## src/pab_pkg.sv

```systemverilog
package pab_pkg;
   // Widths
   localparam int ADDR_W = 24;
   localparam int WORD_W = 32;
   localparam int CNT_W = 4;
   localparam int BLK_W = 7;
   localparam int PHYS_W = 4;
   localparam int SE_COUNT = 16;
   localparam int SLOTS = 10;
   localparam int REG_AW = 8;
   localparam int EV_W = 4;

   // Address fields: high part, counter part, block part, offset
   localparam int HI_MSB = 23;
   localparam int HI_LSB = 12;
   localparam int CNT_MSB = 22;
   localparam int CNT_LSB = 19;
   localparam int BLK_MSB = 18;
   localparam int BLK_LSB = 12;
   localparam int OFF_MSB = 11;
   localparam int ALIGN_MSB = 1;

   // Stepping limits
   localparam logic [CNT_W-1:0] STOP_SLOT = 4'h9;
   localparam logic [1:0] STOP_PASSES = 2'h2;

   // Register offsets
   localparam logic [REG_AW-1:0] REG_STATUS = 8'h00;
   localparam logic [REG_AW-1:0] REG_MASK = 8'h04;
   localparam logic [REG_AW-1:0] REG_CONFIG = 8'h08;
   localparam logic [REG_AW-1:0] REG_BASE = 8'h0c;
   localparam logic [REG_AW-1:0] REG_ATR0 = 8'h10;
   localparam int CFG_INHIBIT_LOGOUT_STOP_BIT_BIT = 16;
   localparam int BASE_ALT_BIT = 24;
   localparam int BASE_HALT_BIT = 25;

   // Status bit positions
   localparam int ST_SPEC = 0;
   localparam int ST_REJECT = 1;
   localparam int ST_STEPPED = 2;
   localparam int ST_ELC = 3;

   // Reset values
   localparam logic [SE_COUNT-1:0] CFG_RESET = 16'h0000;
   localparam logic [WORD_W-1:0] WORD_ZERO = 32'h0000_0000;

   typedef enum logic [1:0] {ST_IDLE, ST_STEP, ST_HALT} pab_step_e;

   typedef struct packed {
      logic valid;
      logic [PHYS_W-1:0] id;
   } pab_atr_s;

   typedef struct packed {
      logic valid;
      logic is_store;
      logic supervisor;
      logic native_mode;
      logic [ADDR_W-1:0] op_addr;
      logic [WORD_W-1:0] fetched;
   } pab_instr_req_s;

   typedef struct packed {
      logic done;
      logic spec_check;
      logic rejected;
      logic store_valid;
      logic [WORD_W-1:0] store_word;
   } pab_instr_rsp_s;

   typedef struct packed {
      logic valid;
      logic [ADDR_W-1:0] addr;
   } pab_access_req_s;

   typedef struct packed {
      logic valid;
      logic relocated;
      logic [ADDR_W-1:0] addr;
   } pab_access_rsp_s;
endpackage : pab_pkg

```

## src/pab_base_reloc.sv

```systemverilog
// Operation
// - Load takes operand bits 8-19, ignores immediate
// - Load needs supervisor, native mode, word alignment
// - Load rejected if slot invalid or unconfigured
// - Load sets logical base, physical from slot
// - Physical base holds until load, restart, step
// - Store has same privilege and alignment checks
// - Store word: logical 8-19, physical 28-31
// - Stored counter bits show stepped value
// - Zero high bits relocate into 4096-byte area
// - Stepping moves whole element, same block
// - Every low address is forced through relocation
// - Stepping skips unconfigured elements, loads identifier
// - Alternate latch blocks stepping until load or restart
// - Step only with inhibit off and failure
// - Wraps; second pass at nine stops, zeroes
// - Alternate failure hardstops, freezes until load or restart
// - Relocated address: block logical, element physical
//
// Decided for this implementation: the strobed register port and the register addresses.
`timescale 1ns/10ps
module pab_base_reloc #(
   parameter int N_SLOTS = pab_pkg::SLOTS
)
(
   // Clock and control
   input wire logic core_clk,
   input wire logic rst,
   input wire logic ce,
   // Register port
   input wire logic [pab_pkg::REG_AW-1:0] reg_addr,
   input wire logic [pab_pkg::WORD_W-1:0] reg_wdata,
   input wire logic reg_wr,
   input wire logic reg_rd,
   output logic [pab_pkg::WORD_W-1:0] reg_rdata,
   // Base instructions
   input pab_pkg::pab_instr_req_s instr_req,
   output pab_pkg::pab_instr_rsp_s instr_rsp,
   // Storage access path
   input pab_pkg::pab_access_req_s acc_req,
   output pab_pkg::pab_access_rsp_s acc_rsp,
   // Processor events
   input wire logic pref_fail,
   input wire logic restart_event,
   // Status outputs
   output logic hardstop,
   output logic element_check_signal,
   output logic irq
);

   pab_pkg::pab_atr_s addr_translation_table [N_SLOTS];
   logic [pab_pkg::SE_COUNT-1:0] cfg_mask;
   logic inhibit_logout_stop_bit;
   logic [pab_pkg::CNT_W-1:0] counter;
   logic [pab_pkg::BLK_W-1:0] blk;
   logic [pab_pkg::PHYS_W-1:0] phys;
   logic alt_latch;
   logic [1:0] nine_passes;
   pab_pkg::pab_step_e state;
   logic [pab_pkg::EV_W-1:0] status;
   logic [pab_pkg::EV_W-1:0] mask;
   logic [pab_pkg::EV_W-1:0] next_status;
   logic [pab_pkg::EV_W-1:0] events;

   function automatic logic slot_ok(input logic [pab_pkg::CNT_W-1:0] idx);
      logic ok;
      ok = 1'b0;
      if (int'(idx) < N_SLOTS)
      begin
         ok = addr_translation_table[idx].valid &&
              cfg_mask[addr_translation_table[idx].id];
      end
      return ok;
   endfunction : slot_ok

   function automatic logic [pab_pkg::PHYS_W-1:0] slot_id(
      input logic [pab_pkg::CNT_W-1:0] idx);
      logic [pab_pkg::PHYS_W-1:0] id;
      id = '0;
      if (int'(idx) < N_SLOTS)
      begin
         id = addr_translation_table[idx].id;
      end
      return id;
   endfunction : slot_id

   function automatic logic atr_hit(input logic [pab_pkg::REG_AW-1:0] a);
      return a >= pab_pkg::REG_ATR0 && a[1:0] == 2'b00 &&
             int'((a - pab_pkg::REG_ATR0) >> 2) < N_SLOTS;
   endfunction : atr_hit

   function automatic logic [pab_pkg::CNT_W-1:0] atr_index(
      input logic [pab_pkg::REG_AW-1:0] a);
      logic [pab_pkg::REG_AW-1:0] d;
      d = (a - pab_pkg::REG_ATR0) >> 2;
      return d[pab_pkg::CNT_W-1:0];
   endfunction : atr_index

   // Instruction decode; immediate field never looked at
   logic priv_ok;
   logic aligned;
   logic spec_bad;
   logic [pab_pkg::CNT_W-1:0] ld_cnt;
   logic load_go;
   logic ld_reject;
   logic store_go;
   logic fail_go;
   logic [pab_pkg::CNT_W-1:0] step_cnt;

   assign priv_ok = instr_req.supervisor && instr_req.native_mode;
   assign aligned = instr_req.op_addr[pab_pkg::ALIGN_MSB:0] == 2'b00;
   assign spec_bad = ce && instr_req.valid &&
                     !(priv_ok && aligned);
   assign ld_cnt = instr_req.fetched[pab_pkg::CNT_MSB:pab_pkg::CNT_LSB];
   assign load_go = ce && instr_req.valid && !instr_req.is_store &&
                    !spec_bad && slot_ok(ld_cnt);
   assign ld_reject = ce && instr_req.valid && !instr_req.is_store &&
                      !spec_bad && !slot_ok(ld_cnt);
   assign store_go = ce && instr_req.valid && instr_req.is_store && !spec_bad;
   assign fail_go = ce && pref_fail && !inhibit_logout_stop_bit &&
                    state == pab_pkg::ST_IDLE && !load_go &&
                    !restart_event;
   assign step_cnt = counter + 4'h1;

   // Base registers and stepping
   always_ff @(posedge core_clk)
   begin
      if (rst)
      begin
         counter <= '0;
         blk <= '0;
         phys <= '0;
         alt_latch <= 1'b0;
         nine_passes <= '0;
         state <= pab_pkg::ST_IDLE;
         hardstop <= 1'b0;
         element_check_signal <= 1'b0;
      end
      else if (ce)
      begin
         element_check_signal <= 1'b0;
         if (load_go)
         begin
            counter <= ld_cnt;
            blk <= instr_req.fetched[pab_pkg::BLK_MSB:pab_pkg::BLK_LSB];
            phys <= slot_id(ld_cnt);
            alt_latch <= 1'b0;
            nine_passes <= '0;
            state <= pab_pkg::ST_IDLE;
            hardstop <= 1'b0;
         end
         else if (restart_event)
         begin
            if (slot_ok(counter))
            begin
               phys <= slot_id(counter);
            end
            alt_latch <= 1'b0;
            nine_passes <= '0;
            state <= pab_pkg::ST_IDLE;
            hardstop <= 1'b0;
         end
         else
         begin
            case (state)
               pab_pkg::ST_IDLE:
               begin
                  if (fail_go && alt_latch)
                  begin
                     state <= pab_pkg::ST_HALT;
                     hardstop <= 1'b1;
                     element_check_signal <= 1'b1;
                  end
                  else if (fail_go)
                  begin
                     state <= pab_pkg::ST_STEP;
                     nine_passes <= '0;
                  end
               end
               pab_pkg::ST_STEP:
               begin
                  // One element per cycle; counter wraps from 15 to 0
                  counter <= step_cnt;
                  if (slot_ok(step_cnt))
                  begin
                     phys <= slot_id(step_cnt);
                     alt_latch <= 1'b1;
                     state <= pab_pkg::ST_IDLE;
                  end
                  else if (step_cnt == pab_pkg::STOP_SLOT)
                  begin
                     if (nine_passes == pab_pkg::STOP_PASSES - 2'h1)
                     begin
                        counter <= '0;
                        state <= pab_pkg::ST_HALT;
                        hardstop <= 1'b1;
                        element_check_signal <= 1'b1;
                     end
                     else
                     begin
                        nine_passes <= nine_passes + 2'h1;
                     end
                  end
               end
               pab_pkg::ST_HALT:
               begin
                  state <= pab_pkg::ST_HALT;
               end
               default:
               begin
                  state <= pab_pkg::ST_IDLE;
               end
            endcase
         end
      end
   end

   // Instruction answers
   always_ff @(posedge core_clk)
   begin
      if (rst)
      begin
         instr_rsp <= '0;
      end
      else if (ce)
      begin
         instr_rsp.done <= instr_req.valid;
         instr_rsp.spec_check <= spec_bad;
         instr_rsp.rejected <= ld_reject;
         instr_rsp.store_valid <= store_go;
         if (store_go)
         begin
            // Counter shows any stepping already done
            instr_rsp.store_word <= {8'h00, 1'b0, counter, blk, 8'h00,
                                     phys};
         end
      end
   end

   // Zero detect forces relocation, even for another area's address
   always_ff @(posedge core_clk)
   begin
      if (rst)
      begin
         acc_rsp <= '0;
      end
      else if (ce)
      begin
         acc_rsp.valid <= acc_req.valid;
         acc_rsp.relocated <= acc_req.valid &&
            acc_req.addr[pab_pkg::HI_MSB:pab_pkg::HI_LSB] == '0;
         if (acc_req.addr[pab_pkg::HI_MSB:pab_pkg::HI_LSB] == '0)
         begin
            acc_rsp.addr <= {1'b0, phys, blk,
               acc_req.addr[pab_pkg::OFF_MSB:0]};
         end
         else
         begin
            acc_rsp.addr <= acc_req.addr;
         end
      end
   end

   // Software registers; translation changes assume idle elements
   always_ff @(posedge core_clk)
   begin
      if (rst)
      begin
         cfg_mask <= pab_pkg::CFG_RESET;
         inhibit_logout_stop_bit <= 1'b0;
         mask <= '0;
         for (int i = 0; i < N_SLOTS; i++)
         begin
            addr_translation_table[i] <= '0;
         end
      end
      else if (ce && reg_wr)
      begin
         if (reg_addr == pab_pkg::REG_CONFIG)
         begin
            cfg_mask <= reg_wdata[pab_pkg::SE_COUNT-1:0];
            inhibit_logout_stop_bit <= reg_wdata[pab_pkg::CFG_INHIBIT_LOGOUT_STOP_BIT_BIT];
         end
         if (reg_addr == pab_pkg::REG_MASK)
         begin
            mask <= reg_wdata[pab_pkg::EV_W-1:0];
         end
         if (atr_hit(reg_addr))
         begin
            addr_translation_table[atr_index(reg_addr)] <=
               reg_wdata[pab_pkg::PHYS_W:0];
         end
      end
   end

   // Sticky events: a set in the clearing cycle survives
   always_comb
   begin
      events = '0;
      events[pab_pkg::ST_SPEC] = spec_bad;
      events[pab_pkg::ST_REJECT] = ld_reject;
      events[pab_pkg::ST_STEPPED] = ce && !load_go && !restart_event &&
         state == pab_pkg::ST_STEP && slot_ok(step_cnt);
      events[pab_pkg::ST_ELC] = ce && !load_go && !restart_event &&
         ((fail_go && alt_latch) || (state == pab_pkg::ST_STEP &&
         !slot_ok(step_cnt) && step_cnt == pab_pkg::STOP_SLOT &&
         nine_passes == pab_pkg::STOP_PASSES - 2'h1));
      next_status = status;
      if (ce && reg_wr && reg_addr == pab_pkg::REG_STATUS)
      begin
         next_status = status & ~reg_wdata[pab_pkg::EV_W-1:0];
      end
      next_status = next_status | events;
   end

   always_ff @(posedge core_clk)
   begin
      if (rst)
      begin
         status <= '0;
         irq <= 1'b0;
      end
      else if (ce)
      begin
         status <= next_status;
         irq <= |(next_status & mask);
      end
   end

   // Read data one cycle after the strobe, zero otherwise
   always_ff @(posedge core_clk)
   begin
      if (rst)
      begin
         reg_rdata <= pab_pkg::WORD_ZERO;
      end
      else if (ce)
      begin
         reg_rdata <= pab_pkg::WORD_ZERO;
         if (reg_rd)
         begin
            case (reg_addr)
               pab_pkg::REG_STATUS:
                  reg_rdata[pab_pkg::EV_W-1:0] <= status;
               pab_pkg::REG_MASK:
                  reg_rdata[pab_pkg::EV_W-1:0] <= mask;
               pab_pkg::REG_CONFIG:
               begin
                  reg_rdata[pab_pkg::SE_COUNT-1:0] <= cfg_mask;
                  reg_rdata[pab_pkg::CFG_INHIBIT_LOGOUT_STOP_BIT_BIT] <= inhibit_logout_stop_bit;
               end
               pab_pkg::REG_BASE:
               begin
                  reg_rdata[pab_pkg::CNT_MSB:0] <= {counter, blk, 8'h00,
                                                    phys};
                  reg_rdata[pab_pkg::BASE_ALT_BIT] <= alt_latch;
                  reg_rdata[pab_pkg::BASE_HALT_BIT] <= hardstop;
               end
               default:
               begin
                  if (atr_hit(reg_addr))
                  begin
                     reg_rdata[pab_pkg::PHYS_W:0] <=
                        addr_translation_table[atr_index(reg_addr)];
                  end
               end
            endcase
         end
      end
   end
endmodule : pab_base_reloc

```

## config.mk

```make
export PLATFORM = sky130hd
export DESIGN_NAME = pab_base_reloc
export DESIGN_NICKNAME = d
export VERILOG_FILES = /design/src/pab_pkg.sv /design/src/pab_base_reloc.sv
export SDC_FILE = /design/constraint.sdc
export NUM_CORES = 1
export LEC_CHECK = 0
export ABC_CLOCK_PERIOD_IN_PS = 8000
export BUFFER_PORTS_ARGS = -buffer_cell sky130_fd_sc_hd__buf_2
export CAP_MARGIN = 20
export CORE_ASPECT_RATIO = 0.5
export CORE_MARGIN = 2
export CORE_UTILIZATION = 30
export DETAILED_ROUTE_END_ITERATION = 6
export GPL_ROUTABILITY_DRIVEN = 0
export PLACE_DENSITY = 0.5
export SYNTH_ARGS = -nofsm -noshare
export SYNTH_HDL_FRONTEND = slang
export SYNTH_SLANG_ARGS = --single-unit
```

## constraint.sdc

```tcl
create_clock -name core_clk -period 8 [get_ports core_clk]
set_clock_uncertainty 0.05 [all_clocks]
set_input_delay 0.4 -clock core_clk [delete_from_list [all_inputs] [get_ports core_clk]]
set_output_delay 0.4 -clock core_clk [all_outputs]
set_load 0.02 [all_outputs]
```

## Word-level counts from Yosys, hierarchy flattened

Memories as Yosys holds them, arrays and structs flattened. A register that Yosys moved wholly into a read port is not among the register bits.
Index checks and enable logic that the tools add are counted.

- $add $sub $neg: 4
- Multiply operators: 0
- Div/mod/pow operators: 0
- $lt $le $gt $ge: 8
- Equality and inequality tests: 19
- Shift-type cells: 0
- Multiplexer cells: 87
- Bitwise operators: 4
- Reductions and logical operators: 63

Operators with widths:

| operator | number |
|---|---|
| 2-to-1 mux 4 bit | 18 |
| 2-to-1 mux 1 bit | 38 |
| logical AND 1 bit | 32 |
| 2-to-1 mux 2 bit | 16 |
| less-than comparator 30 x 4 -> 1 bit (second input constant) | 1 |
| 2-to-1 mux 24 bit | 1 |
| case mux 12 bit (2 select lines) | 1 |
| 2-to-1 mux 23 bit | 1 |
| == test 8 x 4 -> 1 bit (second input constant) | 2 |
| != test 4 bit (second input constant) | 4 |
| case mux 4 bit (4 select lines) | 1 |
| less-than comparator 4 x 5 -> 1 bit (second input constant) | 3 |
| binary-select mux 1 bit (select 4 bit) | 3 |
| zero test 12 bit | 1 |
| less-than comparator 4 bit (second input constant) | 3 |
| != test 4 x 3 -> 1 bit (second input constant) | 3 |
| 2-to-1 mux 5 bit | 2 |
| != test 5 x 3 -> 1 bit (second input constant) | 2 |
| subtractor 8 x 5 -> 9 bit (second input constant) | 1 |
| AND 4 bit | 2 |
| == test 8 x 3 -> 1 bit (second input constant) | 1 |
| greater-or-equal comparator 8 x 5 -> 1 bit (second input constant) | 1 |
| zero test 1 bit | 8 |
| zero test 8 bit | 1 |
| other kinds (28) | 39 |

- Register bits after elaboration: 118
- Bits in latches: 0
- Memory bits (writable): 50
- Memory bits (read-only): 0
- Bits of input ports: 132
- Output and inout port bits: 97
- Word-level logic and storage cells: 208
- Memories: 1

Memory list:

| name | words | bits a word | rd ports | clocked after Yosys merged registers in | wr ports | RTL line | source |
|---|---|---|---|---|---|---|---|
| addr_translation_table | 10 | 5 | 4 | 1 | 10 | pab_base_reloc.sv:51 | `pab_pkg::pab_atr_s addr_translation_table [N_SLOTS];` |

## Depth between registers and ports, before layout

Gate-level depths: netlist of the first run.
An unclocked memory read counts as a cell.

- Word-level depth: 17
- Gate-level depth with buffers: 16
- Gate-level depth less buffers: 11

## Worst setup path before layout of the first run

Ideal clock, no wire load.

- Kind: register to register
- Start: register counter[0] in the netlist's numbering
- End: register irq
- Library setup time: 0.124 ns
- Data arrival time: 4.050 ns
- Data required time: 7.826 ns
- Path slack: 3.775 ns
- Cell stages (with the launch flop): 15
- Path buffers: 5
- Period minus slack after synthesis: 4.225 ns
- Cells stage by stage: dfxtp_1 buf_2 buf_2 buf_2 inv_1 ha_1 buf_2 buf_2 mux4_2 mux4_2 or3_1 a211o_1 and4_4 o21a_1 a2111o_1

- Longest elaborated chain between the ends: 15
- Elaborated cells between the ends (all ways): 18
- Classes of those cells: add/sub: 1; order compare: 1; eq/ne: 1; mux: 3; bitwise: 2; reduce/logical: 9; memory: 1

Ends and longest elaborated chain:

| what | RTL line | source |
|---|---|---|
| start, declared | pab_base_reloc.sv:54 | `logic [pab_pkg::CNT_W-1:0] counter;` |
| start signal, assigned | pab_base_reloc.sv:144 | `counter <= ld_cnt;` |
| start signal, assigned | pab_base_reloc.sv:183 | `counter <= step_cnt;` |
| adder 4 x 1 -> 4 bit (*) | pab_base_reloc.sv:123 | `assign step_cnt = counter + 4'h1;` |
| memory (10 x 5 bit) | -- |  |
| binary-select mux 1 bit (select 4 bit) | pab_base_reloc.sv:71 | `cfg_mask[addr_translation_table[idx].id];` |
| 2-to-1 mux 1 bit (implied by the code) | pab_base_reloc.sv:71 |  |
| logical AND 1 bit | pab_base_reloc.sv:70 | `ok = addr_translation_table[idx].valid &&` |
| 2-to-1 mux 1 bit | pab_base_reloc.sv:68 | `if (int'(idx) < N_SLOTS)` |
| zero test 1 bit | pab_base_reloc.sv:306 | `!slot_ok(step_cnt) && step_cnt == pab_pkg::STOP_SLOT &&` |
| logical AND 1 bit | pab_base_reloc.sv:305 | `((fail_go && alt_latch) \|\| (state == pab_pkg::ST_STEP &&` |
| logical AND 1 bit (2 in series) | pab_base_reloc.sv:306 |  |
| logical OR 1 bit | pab_base_reloc.sv:305 |  |
| logical AND 1 bit | pab_base_reloc.sv:304 | `events[pab_pkg::ST_ELC] = ce && !load_go && !restart_event &&` |
| OR 4 bit (*) | pab_base_reloc.sv:313 | `next_status = next_status \| events;` |
| AND 4 bit (*) | pab_base_reloc.sv:326 | `irq <= \|(next_status & mask);` |
| OR reduction 4 bit (*) | pab_base_reloc.sv:326 |  |
| end signal, assigned | pab_base_reloc.sv:326 |  |
| end, declared | pab_base_reloc.sv:48 | `output logic irq` |

Every way passes the cells marked *; elsewhere a longest branch is shown, timed or not. The select of a mux whose other input is x is not followed.
A chain may end at the register's enable or synchronous reset.

## Worst setup path in the final report of the first run

- Start: register counter[1] in the netlist's numbering
- End: register nine_passes[0]

- Longest elaborated chain between the ends: 13
- Elaborated cells between the ends (all ways): 16
- Classes of those cells: add/sub: 1; order compare: 1; eq/ne: 3; mux: 8; reduce/logical: 2; memory: 1

Ends and longest elaborated chain:

| what | RTL line | source |
|---|---|---|
| adder 4 x 1 -> 4 bit (*) | pab_base_reloc.sv:123 |  |
| memory (10 x 5 bit) | -- |  |
| binary-select mux 1 bit (select 4 bit) | pab_base_reloc.sv:71 |  |
| 2-to-1 mux 1 bit (implied by the code) | pab_base_reloc.sv:71 |  |
| logical AND 1 bit | pab_base_reloc.sv:70 |  |
| 2-to-1 mux 1 bit | pab_base_reloc.sv:68 |  |
| 2-to-1 mux 1 bit | pab_base_reloc.sv:165 | `case (state)` |
| 2-to-1 mux 1 bit | pab_base_reloc.sv:152 | `else if (restart_event)` |
| 2-to-1 mux 1 bit | pab_base_reloc.sv:142 | `if (load_go)` |
| 2-to-1 mux 1 bit | pab_base_reloc.sv:139 | `else if (ce)` |
| 2-to-1 mux 1 bit | pab_base_reloc.sv:128 | `if (rst)` |
| != test 4 bit (no line) | -- |  |
| AND reduction 7 bit (no line) (*) | -- |  |
| end signal, assigned | pab_base_reloc.sv:201 | `nine_passes <= nine_passes + 2'h1;` |
| end, declared | pab_base_reloc.sv:58 | `logic [1:0] nine_passes;` |

Marked as above.

==> metrics.csv, run 1 <==
stage;metric;value;unit
timing;setup_viol;0;
hold_path;hold_path.startpoint;acc_req[8];
synth;synthDistinctLibCells;82;
synth;ys_seq_elements;202;
worst_setup_path;worst_path_largest_cell_delay;0.57;ns
synth;ys_seq_area_share;43.27;%
floorplanning;die_w;277.2;um
synth;synth_cells;1047;
layout;layout.nets;1298;
hold_path;hp-class;primary input to flip-flop;
cts;holdBufCountCts;0;
worst_setup_path;crit_required;8.38;ns
timing;period_share;54.73;%
worst_setup_path;ff2ff_setup_slack;3.62;ns
routing;drtAntennaViolNets;0;
floorplanning;initial_core_util;30.80;%
pwr;power_density;183.4;nW/um^2
routing;drc_errors;0;
synth;async_reset_ff_share;0;%
timing;hold_viol;0;
floorplanning;num_io_pins;229;
layout;multi_input_area;5891;um^2
pwr;irDropWorstVdd;0.0001582;V
routing;dr_total_vias;9198;
layout;synthToLayoutAreaGrowth;15.64;%
cts;clk_latency;0.52;ns
timing;fmax;0.2284;GHz
layout;drive_above_1_share;25.43;%
outcome;status;finished clean;
routing;wire_per_inst;22.36;um
cts;cts_htree_levels;1;
global_routing;track_usage;18.58;%
floorplanning;dieArea;38980;um^2
synth;syn_area;11200;um^2
layout;diodes;0;
routing;firstDrtPassIters;7;
worst_setup_path;crit_type;flip-flop to flip-flop;
timing;rsz0062_at_grt;false;
worst_setup_path;arrival;4.75;ns
run;cap_viol_max_count;0;
worst_setup_path;cp_top_family;multiplexers;
cts;cts_setup_buffers;0;
synth;syn_area_per_cell;10.69;um^2
timing;slew_violations;0;
hold_path;holdPathEnd;acc_rsp[8]$_SDFFE_PP0P_;
worst_setup_path;slowest_stage;mux4_2;
cts;clkTransAtPathRegs;0.06;ns
pwr;p_leak;4.548;nW
cts;clk_path_buf_depth;3;
global_routing;grt_pass1_vias;9015;
routing;drtIter0Drc;846;
timing;tightest_slew;1.057;ns
global_routing;grt_pass1_wl;55.58;mm
placed_design;numPortBuffers;146;
cts;cts.sinks;202;
floorplanning;rows;49;
cts;clockRootBuffer;clkbuf_16;
worst_setup_path;timing.rr.start;counter[1]$_SDFFE_PP0P_;
cts;cts_tree;done;
synth;synth_edf_count;80;
hold_path;hold_depth;3;
global_routing;grt_max_degree;77;
floorplanning;die_h;140.6;um
cts;ctsResizeCount;0;
timing;setup-tns-final;0;ns
routing;via_per_inst;5.554;
routing;routed_wl;37.03;mm
layout;final_util;35.62;%
cts;numCtsBuffers;21;
worst_setup_path;cp_cell_sequence;inv_1 > ha_1 > buf_4 > mux4_2 > mux2_2 > mux2i_1 > nand2b_1 > a311oi_1 > a22oi_2 > a31oi_1 > or4b_1 > o31ai_1;
timing;relSlewSlack;29.28;%
synth;ys_warn_count;0;
timing;fin_crit;4.378;ns
worst_setup_path;cp_max_fo;21;
global_routing;grt-ovfl-total;0;
worst_setup_path;cp-start-kind;flip-flop;
worst_setup_path;cp.depth;12;
floorplanning;coreArea;36360;um^2
layout;area.sequential;4845;um^2
placed_design;place_worst_setup_slack;3.626;ns
worst_setup_path;reg2regPathDepth;12;
placed_design;dp_hpwl;27.11;mm
layout;fillers;3643;
worst_setup_path;crit_buf_inv;2;
worst_setup_path;endpoint_kind;flip-flop;
global_routing;antenna_found_initial;1;
timing;setup_ws;3.622;ns
synth;synthFlopType;dfxtp_1;
worst_setup_path;r2r-end;nine_passes[0]$_SDFFE_PP0P_;
[synthesized netlist by cell type, types with 17 or more instances]
| master | number | share of area, % |
|---|---|---|
| nor2_1 | 137 | 4.6 |
| dfxtp_1 | 122 | 22 |
| nand2_1 | 103 | 3.5 |
| mux4_2 | 82 | 16 |
| edfxtp_1 | 80 | 21 |
| a21oi_1 | 77 | 3.4 |
| mux2i_1 | 59 | 5.3 |
| clkbuf_1 | 42 | 1.4 |
| nand3_1 | 35 | 1.6 |
| buf_4 | 26 | 1.7 |
| inv_1 | 25 | 0.84 |
| o21ai_0 | 19 | 0.85 |
| a211oi_1 | 17 | 1.1 |
| a22oi_1 | 17 | 1.1 |
[worst reg2reg max path: stages (launching register included)]
cell and delay [ns]:
dfxtp_1 0.51, inv_1 0.09, ha_1 0.29, buf_4 0.36, mux4_2 0.59, mux2_2 0.29
mux2i_1 0.56, nand2b_1 0.20, a311oi_1 0.06, a22oi_2 0.33, a31oi_1 0.20, or4b_1 0.57
o31ai_1 0.22
[state kept, by name, indices dropped and copies added (netlist names), named ones only]
| register | flops |
|---|---|
| cfg_mask | 16 |
| status | 4 |
| nine_passes | 2 |
| addr_translation_table | 80 |
| acc_rsp | 26 |
| state | 2 |
| reg_rdata | 25 |
| hardstop | 1 |
| instr_rsp | 19 |
| alt_latch | 1 |
| counter | 4 |
| blk | 7 |
| element_check_signal | 1 |
| inhibit_logout_stop_bit | 1 |
| irq | 1 |
| mask | 4 |
| phys | 4 |
[report_power, final]
part	total, W	switching (W)	internal, W
Combinational	0.000278	0.000171	0.000106
Sequential	0.00112	0.0000250	0.00109
Clock	0.000981	0.000416	0.000565
Total	0.00237	0.000612	0.00176
[metrics by stage]
step | cells | area [um^2] | power [W] | hold WS [ns]
finish | 1656 | 12950 | 0.002375 | 0.07417
floorplan | 1070 | 11280 | 0.001324 | 0.3920
global route | 1656 | 12950 | 0.002461 | 0.06207
CTS | 1653 | 12920 | 0.002395 | 0.05527
detailed placement | 1619 | 12260 | 0.001412 | 0.3944
global placement | 1619 | 12260 | 0.001409 | 0.3932
[final cells by class]
type / count / share of cell area [%]
multi-input cells: 749 / 45.49
inverters: 27 / 0.7827
clock inverters: 6 / 0.6861
flip-flops and latches: 202 / 37.41
repair buffers: 160 / 6.532
clock buffers: 28 / 4.416
well taps: 484 / 4.677
[logic make-up after synthesis]
| kind of cell | after synthesis | share of synthesized area, % |
|---|---|---|
| muxes | 152 | 23.14 |
| other | 1 | 0.03349 |
| and+or+nand+nor | 349 | 13.88 |
| buffers and inverters | 119 | 5.151 |
| xor gates and xnor gates | 5 | 0.3912 |
| adders and majority gates | 5 | 0.5587 |
| AOI/OAI and AO/OA | 214 | 13.58 |
| DFF | 202 | 43.27 |
[layer usage]
layer	part of all wire [%]	global-route usage [%]	up-vias	routed length, um
met5	0	0	-	0
met4	3.2	5.749	0	1175
met3	7.5	3.795	74	2771
met2	47	31.02	361	17500
met1	42	24.39	4609	15580
li1	-	-	4154	-
[how the worst max path moves through the flow]
stage	startpoint	end	slack (ns)
floorplan	counter[0]$_SDFFE_PP0P_	irq$_SDFFE_PP0P_	3.78
global placement	reg_addr[4]	addr_translation_table[14][2]$_DFFE_PP_	3.66
detailed placement	instr_req[19]	phys[3]$_SDFFE_PP0P_	3.63
CTS	counter[1]$_SDFFE_PP0P_	nine_passes[0]$_SDFFE_PP0P_	3.68
global route	counter[1]$_SDFFE_PP0P_	nine_passes[0]$_SDFFE_PP0P_	3.44
finish	counter[1]$_SDFFE_PP0P_	nine_passes[0]$_SDFFE_PP0P_	3.62
[cells in the final DEF (no fill, tap or decap), types with 3 or more instances in the layout]
cell type	instances
or3_1	4
nor3_1	11
o2bb2ai_1	4
a21oi_1	77
a221o_1	3
mux4_2	82
nor4_1	5
nand2_1	103
ha_1	5
nand2b_1	5
mux2i_1	59
conb_1	24
nand3_1	35
buf_4	12
o21ai_0	19
nor2b_1	7
o211a_1	3
nand4_1	4
buf_2	145
xnor2_1	3
clkbuf_1	5
o22ai_1	4
a211oi_1	17
o211ai_1	4
clkbuf_8	3
mux2_2	9
edfxtp_1	80
clkbuf_16	21
a22oi_1	17
or2_2	4
dfxtp_1	122
o221ai_1	9
and2_1	11
a221oi_1	6
and3_1	9
inv_1	25
a222oi_1	5
nor2_1	137
o31ai_1	6
a31oi_1	4
No activity file was read; power rests on OpenSTA's default activity.
==> inputs of run 2 (changes only) <==
--- a/config.mk
+++ b/config.mk
@@ -5,7 +5,8 @@
 export SDC_FILE = /design/constraint.sdc
 export NUM_CORES = 1
 export LEC_CHECK = 0
-export ABC_CLOCK_PERIOD_IN_PS = 8000
+export ABC_AREA = 1
+export ABC_CLOCK_PERIOD_IN_PS = 3800
 export BUFFER_PORTS_ARGS = -buffer_cell sky130_fd_sc_hd__buf_2
 export CAP_MARGIN = 20
 export CORE_ASPECT_RATIO = 0.5
@@ -13,7 +14,7 @@
 export CORE_UTILIZATION = 30
 export DETAILED_ROUTE_END_ITERATION = 6
 export GPL_ROUTABILITY_DRIVEN = 0
-export PLACE_DENSITY = 0.5
+export PLACE_DENSITY = 0.52
 export SYNTH_ARGS = -nofsm -noshare
 export SYNTH_HDL_FRONTEND = slang
 export SYNTH_SLANG_ARGS = --single-unit
==> constraint.sdc (replaced) <==
create_clock -name core_clk -period 3.8 [get_ports core_clk]
set_clock_uncertainty 0.05 [all_clocks]
set_input_delay 0.19 -clock core_clk [delete_from_list [all_inputs] [get_ports core_clk]]
set_output_delay 0.19 -clock core_clk [all_outputs]
set_load 0.02 [all_outputs]
==> run 2 against run 1 <==
  * Utilization increased by 1.8 points
  * Fmax increased by 38%
  * Wire length increased by 17%
  * Sequential share of layout area decreased by 2.8 points
  * Design area increased by 8.0%
  * Critical path depth increased by 1
  * Register-to-register slack got worse by 3.0 ns
  * Non-clock buffer count increased by 98
  * Worst setup slack got worse by 3.0 ns
  * Combinational power increased to 3.0 times the previous value
  * Global-route usage increased by 2.6 points
  * First-iteration DRC count increased by 54%
==> metrics.csv, run 2 <==
stage;metric;value;unit;change
worst_setup_path;cp_cell_sequence;a21oi_1 > o21ai_0 > nand2_1 > o211ai_1 > nand2_1 > o21ai_0 > nand3_1 > nand3_1 > nand3_1 > nand2_1 > nand2_4 > a21oi_2 > o21a_1;;
synth;yosys-top-cells-area;dfxtp_1, edfxtp_1, nand2_1;;
synth;synth_edf_count;80;;unchanged
cts;cts_htree_levels;1;;unchanged
placed_design;dp_hpwl;31.36;mm;+16%
synth;synth_mux_area_share;0.1758;%;-23 points
timing;fin_crit;3.182;ns;-1.196 ns
timing;rsz0062_at_grt;false;;
synth;ys_seq_area_share;42.55;%;-0.71 points
worst_setup_path;crit_buf_inv;0;;-2
worst_setup_path;crit_type;flip-flop to flip-flop;;
synth;synth_common_cells;nand2_1, nor2_1, a21oi_1;;
synth;synthAdderAreaFrac;0.5495;%;-0.0092 points
worst_setup_path;arrival;3.61;ns;-1.14 ns
layout;final_cell_mix;nand2_1, nor2_1, a21oi_1;;
layout;design_area;13990;um^2;+8.0%
cts;cts.sinks;202;;unchanged
timing;tightest_slew;1.020;ns;-0.03753 ns
worst_setup_path;slowest_stage;dfxtp_2;;
worst_setup_path;r2r-end;phys[0]$_SDFFE_PP0P_;;
layout;top_regs;addr_translation_table (80), acc_rsp (26), reg_rdata (25);;
layout;final_common_cell;nand2_1;;
global_routing;grt_pass1_wl;64.26;mm;+16%
floorplanning;num_io_pins;229;;unchanged
worst_setup_path;ff2ff_setup_slack;0.62;ns;-3.00 ns
floorplanning;initial_core_util;30.43;%;-0.37 points
layout;fillers;3955;;+8.6%
routing;wire_per_inst;19.29;um;-14%
cts;clockRootBuffer;clkbuf_16;;
routing;routed_wl;43.20;mm;+17%
synth;synth_top_family_by_area;simple AND/OR/NAND/NOR gates;;
cts;cts_tree;done;;
timing;slew_violations;0;;unchanged
synth;ys_warn_count;0;;unchanged
layout;diodes;0;;unchanged
layout;area.sequential;4847;um^2;about the same
floorplanning;rows;50;;+2.0%
synth;synth-xor-area-share;0.5825;%;+0.19 points
worst_setup_path;cp-start-kind;flip-flop;;
hold_path;hp-class;primary input to flip-flop;;
global_routing;grt-ovfl-total;0;;unchanged
worst_setup_path;cp.depth;13;;+1
placed_design;place_area;12670;um^2;+3.4%
layout;multi_input_area;5465;um^2;-7.2%
global_routing;grt_max_degree;59;;-23%
global_routing;antenna_found_initial;0;;-1
cts;numCtsBuffers;22;;+4.8%
worst_setup_path;endpoint_kind;flip-flop;;
timing;relSlewSlack;31.92;%;+2.6 points
synth;syn_area;11380;um^2;+1.7%
pwr;power_density;398.0;nW/um^2;+120%
pwr;p_leak;5.720;nW;+26%
timing;hold_viol;0;;unchanged
global_routing;track_usage;21.13;%;+2.6 points
routing;firstDrtPassIters;6;;-1
routing;via_per_inst;5.153;;-7.2%
cts;clk_latency;0.54;ns;+0.02 ns
timing;setup_viol;0;;unchanged
worst_setup_path;reg2regPathDepth;13;;+1
layout;max_flop_register;addr_translation_table;;
worst_setup_path;cp_max_fo;41;;+95%
worst_setup_path;worst_path_largest_cell_delay;0.83;ns;+0.26 ns
synth;synth_area_leader_cell;dfxtp_1;;
global_routing;grt_pass1_vias;10560;;+17%
synth;synth_cells;1535;;+47%
floorplanning;die_h;141.8;um;+0.81%
synth;synth-simple-area-share;25.37;%;+11 points
timing;setup-tns-final;0;ns;unchanged
timing;period_share;83.75;%;+29 points
layout;layout.nets;1868;;+44%
routing;drc_errors;0;;unchanged
layout;largest_reg_flops;80;;unchanged
worst_setup_path;crit_required;4.22;ns;-4.16 ns
worst_setup_path;cp_top_family;compound AO/OA/AOI/OAI gates;;
timing;fmax;0.3142;GHz;+38%
routing;drtAntennaViolNets;0;;unchanged
floorplanning;coreArea;37410;um^2;+2.9%
floorplanning;dieArea;39620;um^2;+1.6%
synth;syn_area_per_cell;7.417;um^2;-31%
worst_setup_path;worstSetupEndpoint;phys[0]$_SDFFE_PP0P_;;
run;cap_viol_max_count;0;;unchanged
synth;ys_seq_elements;202;;unchanged
routing;dr_total_vias;11540;;+25%
routing;drtIter0Drc;1305;;+54%
placed_design;numPortBuffers;146;;unchanged
synth;synth_most_common_cell;nand2_1;;
outcome;status;finished clean;;
synth;synthFlopType;dfxtp_1;;
layout;drive_above_1_share;17.01;%;-8.4 points
layout;synthToLayoutAreaGrowth;22.85;%;
cts;cts_setup_buffers;0;;unchanged
floorplanning;die_w;279.5;um;+0.82%
synth;synth-compound-area-share;20.49;%;+6.9 points
cts;clk_path_buf_depth;3;;unchanged
cts;clkTransAtPathRegs;0.06;ns;about the same
synth;synth_top_area_share;21.45;%;-0.36 points
synth;async_reset_ff_share;0;%;unchanged
pwr;irDropWorstVdd;0.0002563;V;+62%
synth;synthDistinctLibCells;55;;-33%
[run 2: power breakdown]
| part | switching, W | internal, W |
|---|---|---|
| Sequential | 0.0000575 | 0.00231 |
| Combinational | 0.000556 | 0.000268 |
| Clock | 0.000944 | 0.00144 |
| Total | 0.00156 | 0.00401 |
[run 2: cell families after synthesis]
group	count (synthesis)
xor gates and xnor gates	5
muxes	2
DFF	202
and+or+nand+nor	649
other	1
adders and majority gates	5
AOI/OAI and AO/OA	413
buffers and inverters	258
[run 2: layout make-up]
class	instances	share of cell area [%]
clock inverters	11	1.199
clock buffers	28	4.464
flip-flops and latches	202	34.66
well taps	494	4.419
inverters	149	4.017
repair buffers	258	12.17
multi-input cells	1098	39.08
[run 2: worst reg2reg max path: cells and delay by family (launching register included)]
family / cells / cell delay, ns
AO/OA/AOI/OAI: 6 / 1.22
AND/OR/NAND/NOR: 7 / 1.04
flip-flops: 1 / 0.83
[run 2: repair_timing]
action                                 CTS  global route
hold buffers                            52             0
endpoints found under the hold margin   53             0
resized for setup                        0             0
[run 2: how the worst min path moves through the flow]
stage | start | endpoint | slack, ns | cells after the start
2_1_floorplan | acc_req[0] | acc_rsp[0]$_SDFFE_PP0P_ | 0.27 | 2
3_3_place_gp | acc_req[11] | acc_rsp[11]$_SDFFE_PP0P_ | 0.36 | 3
3_5_place_dp | acc_req[5] | acc_rsp[5]$_SDFFE_PP0P_ | 0.37 | 3
4_1_cts | reg_wdata[4] | cfg_mask[4]$_SDFFE_PP0P_ | 0.009 | 3
5_1_grt | reg_wdata[4] | cfg_mask[4]$_SDFFE_PP0P_ | 0.01 | 3
6_report | reg_wdata[4] | cfg_mask[4]$_SDFFE_PP0P_ | 0.02 | 3
[run 2: layer usage]
metal / routed length (um) / track usage (%) / vias to the layer above / part of all wire, %
met2: 19010 / 32.63 / 474 / 44
met1: 19570 / 29.55 / 5402 / 45
met5: 0 / 0 / - / 0
met3: 3476 / 4.742 / 65 / 8.0
met4: 1139 / 6.164 / 0 / 2.6
li1: - / - / 5601 / -
[run 2: metrics by stage]
step	setup WS [ns]	std cells	power (W)	hold slack, ns	utilization [%]
final	0.6176	2240	0.005567	0.01581	37.38
after floorplan	0.7742	1558	0.002919	0.2749	-
after global routing	0.3203	2240	0.005767	0.01321	37.38
after detailed placement	0.6821	2149	0.003173	0.3699	33.88
after CTS	0.6699	2240	0.005586	0.009300	37.38
after global placement	0.6737	2149	0.003171	0.3612	33.88
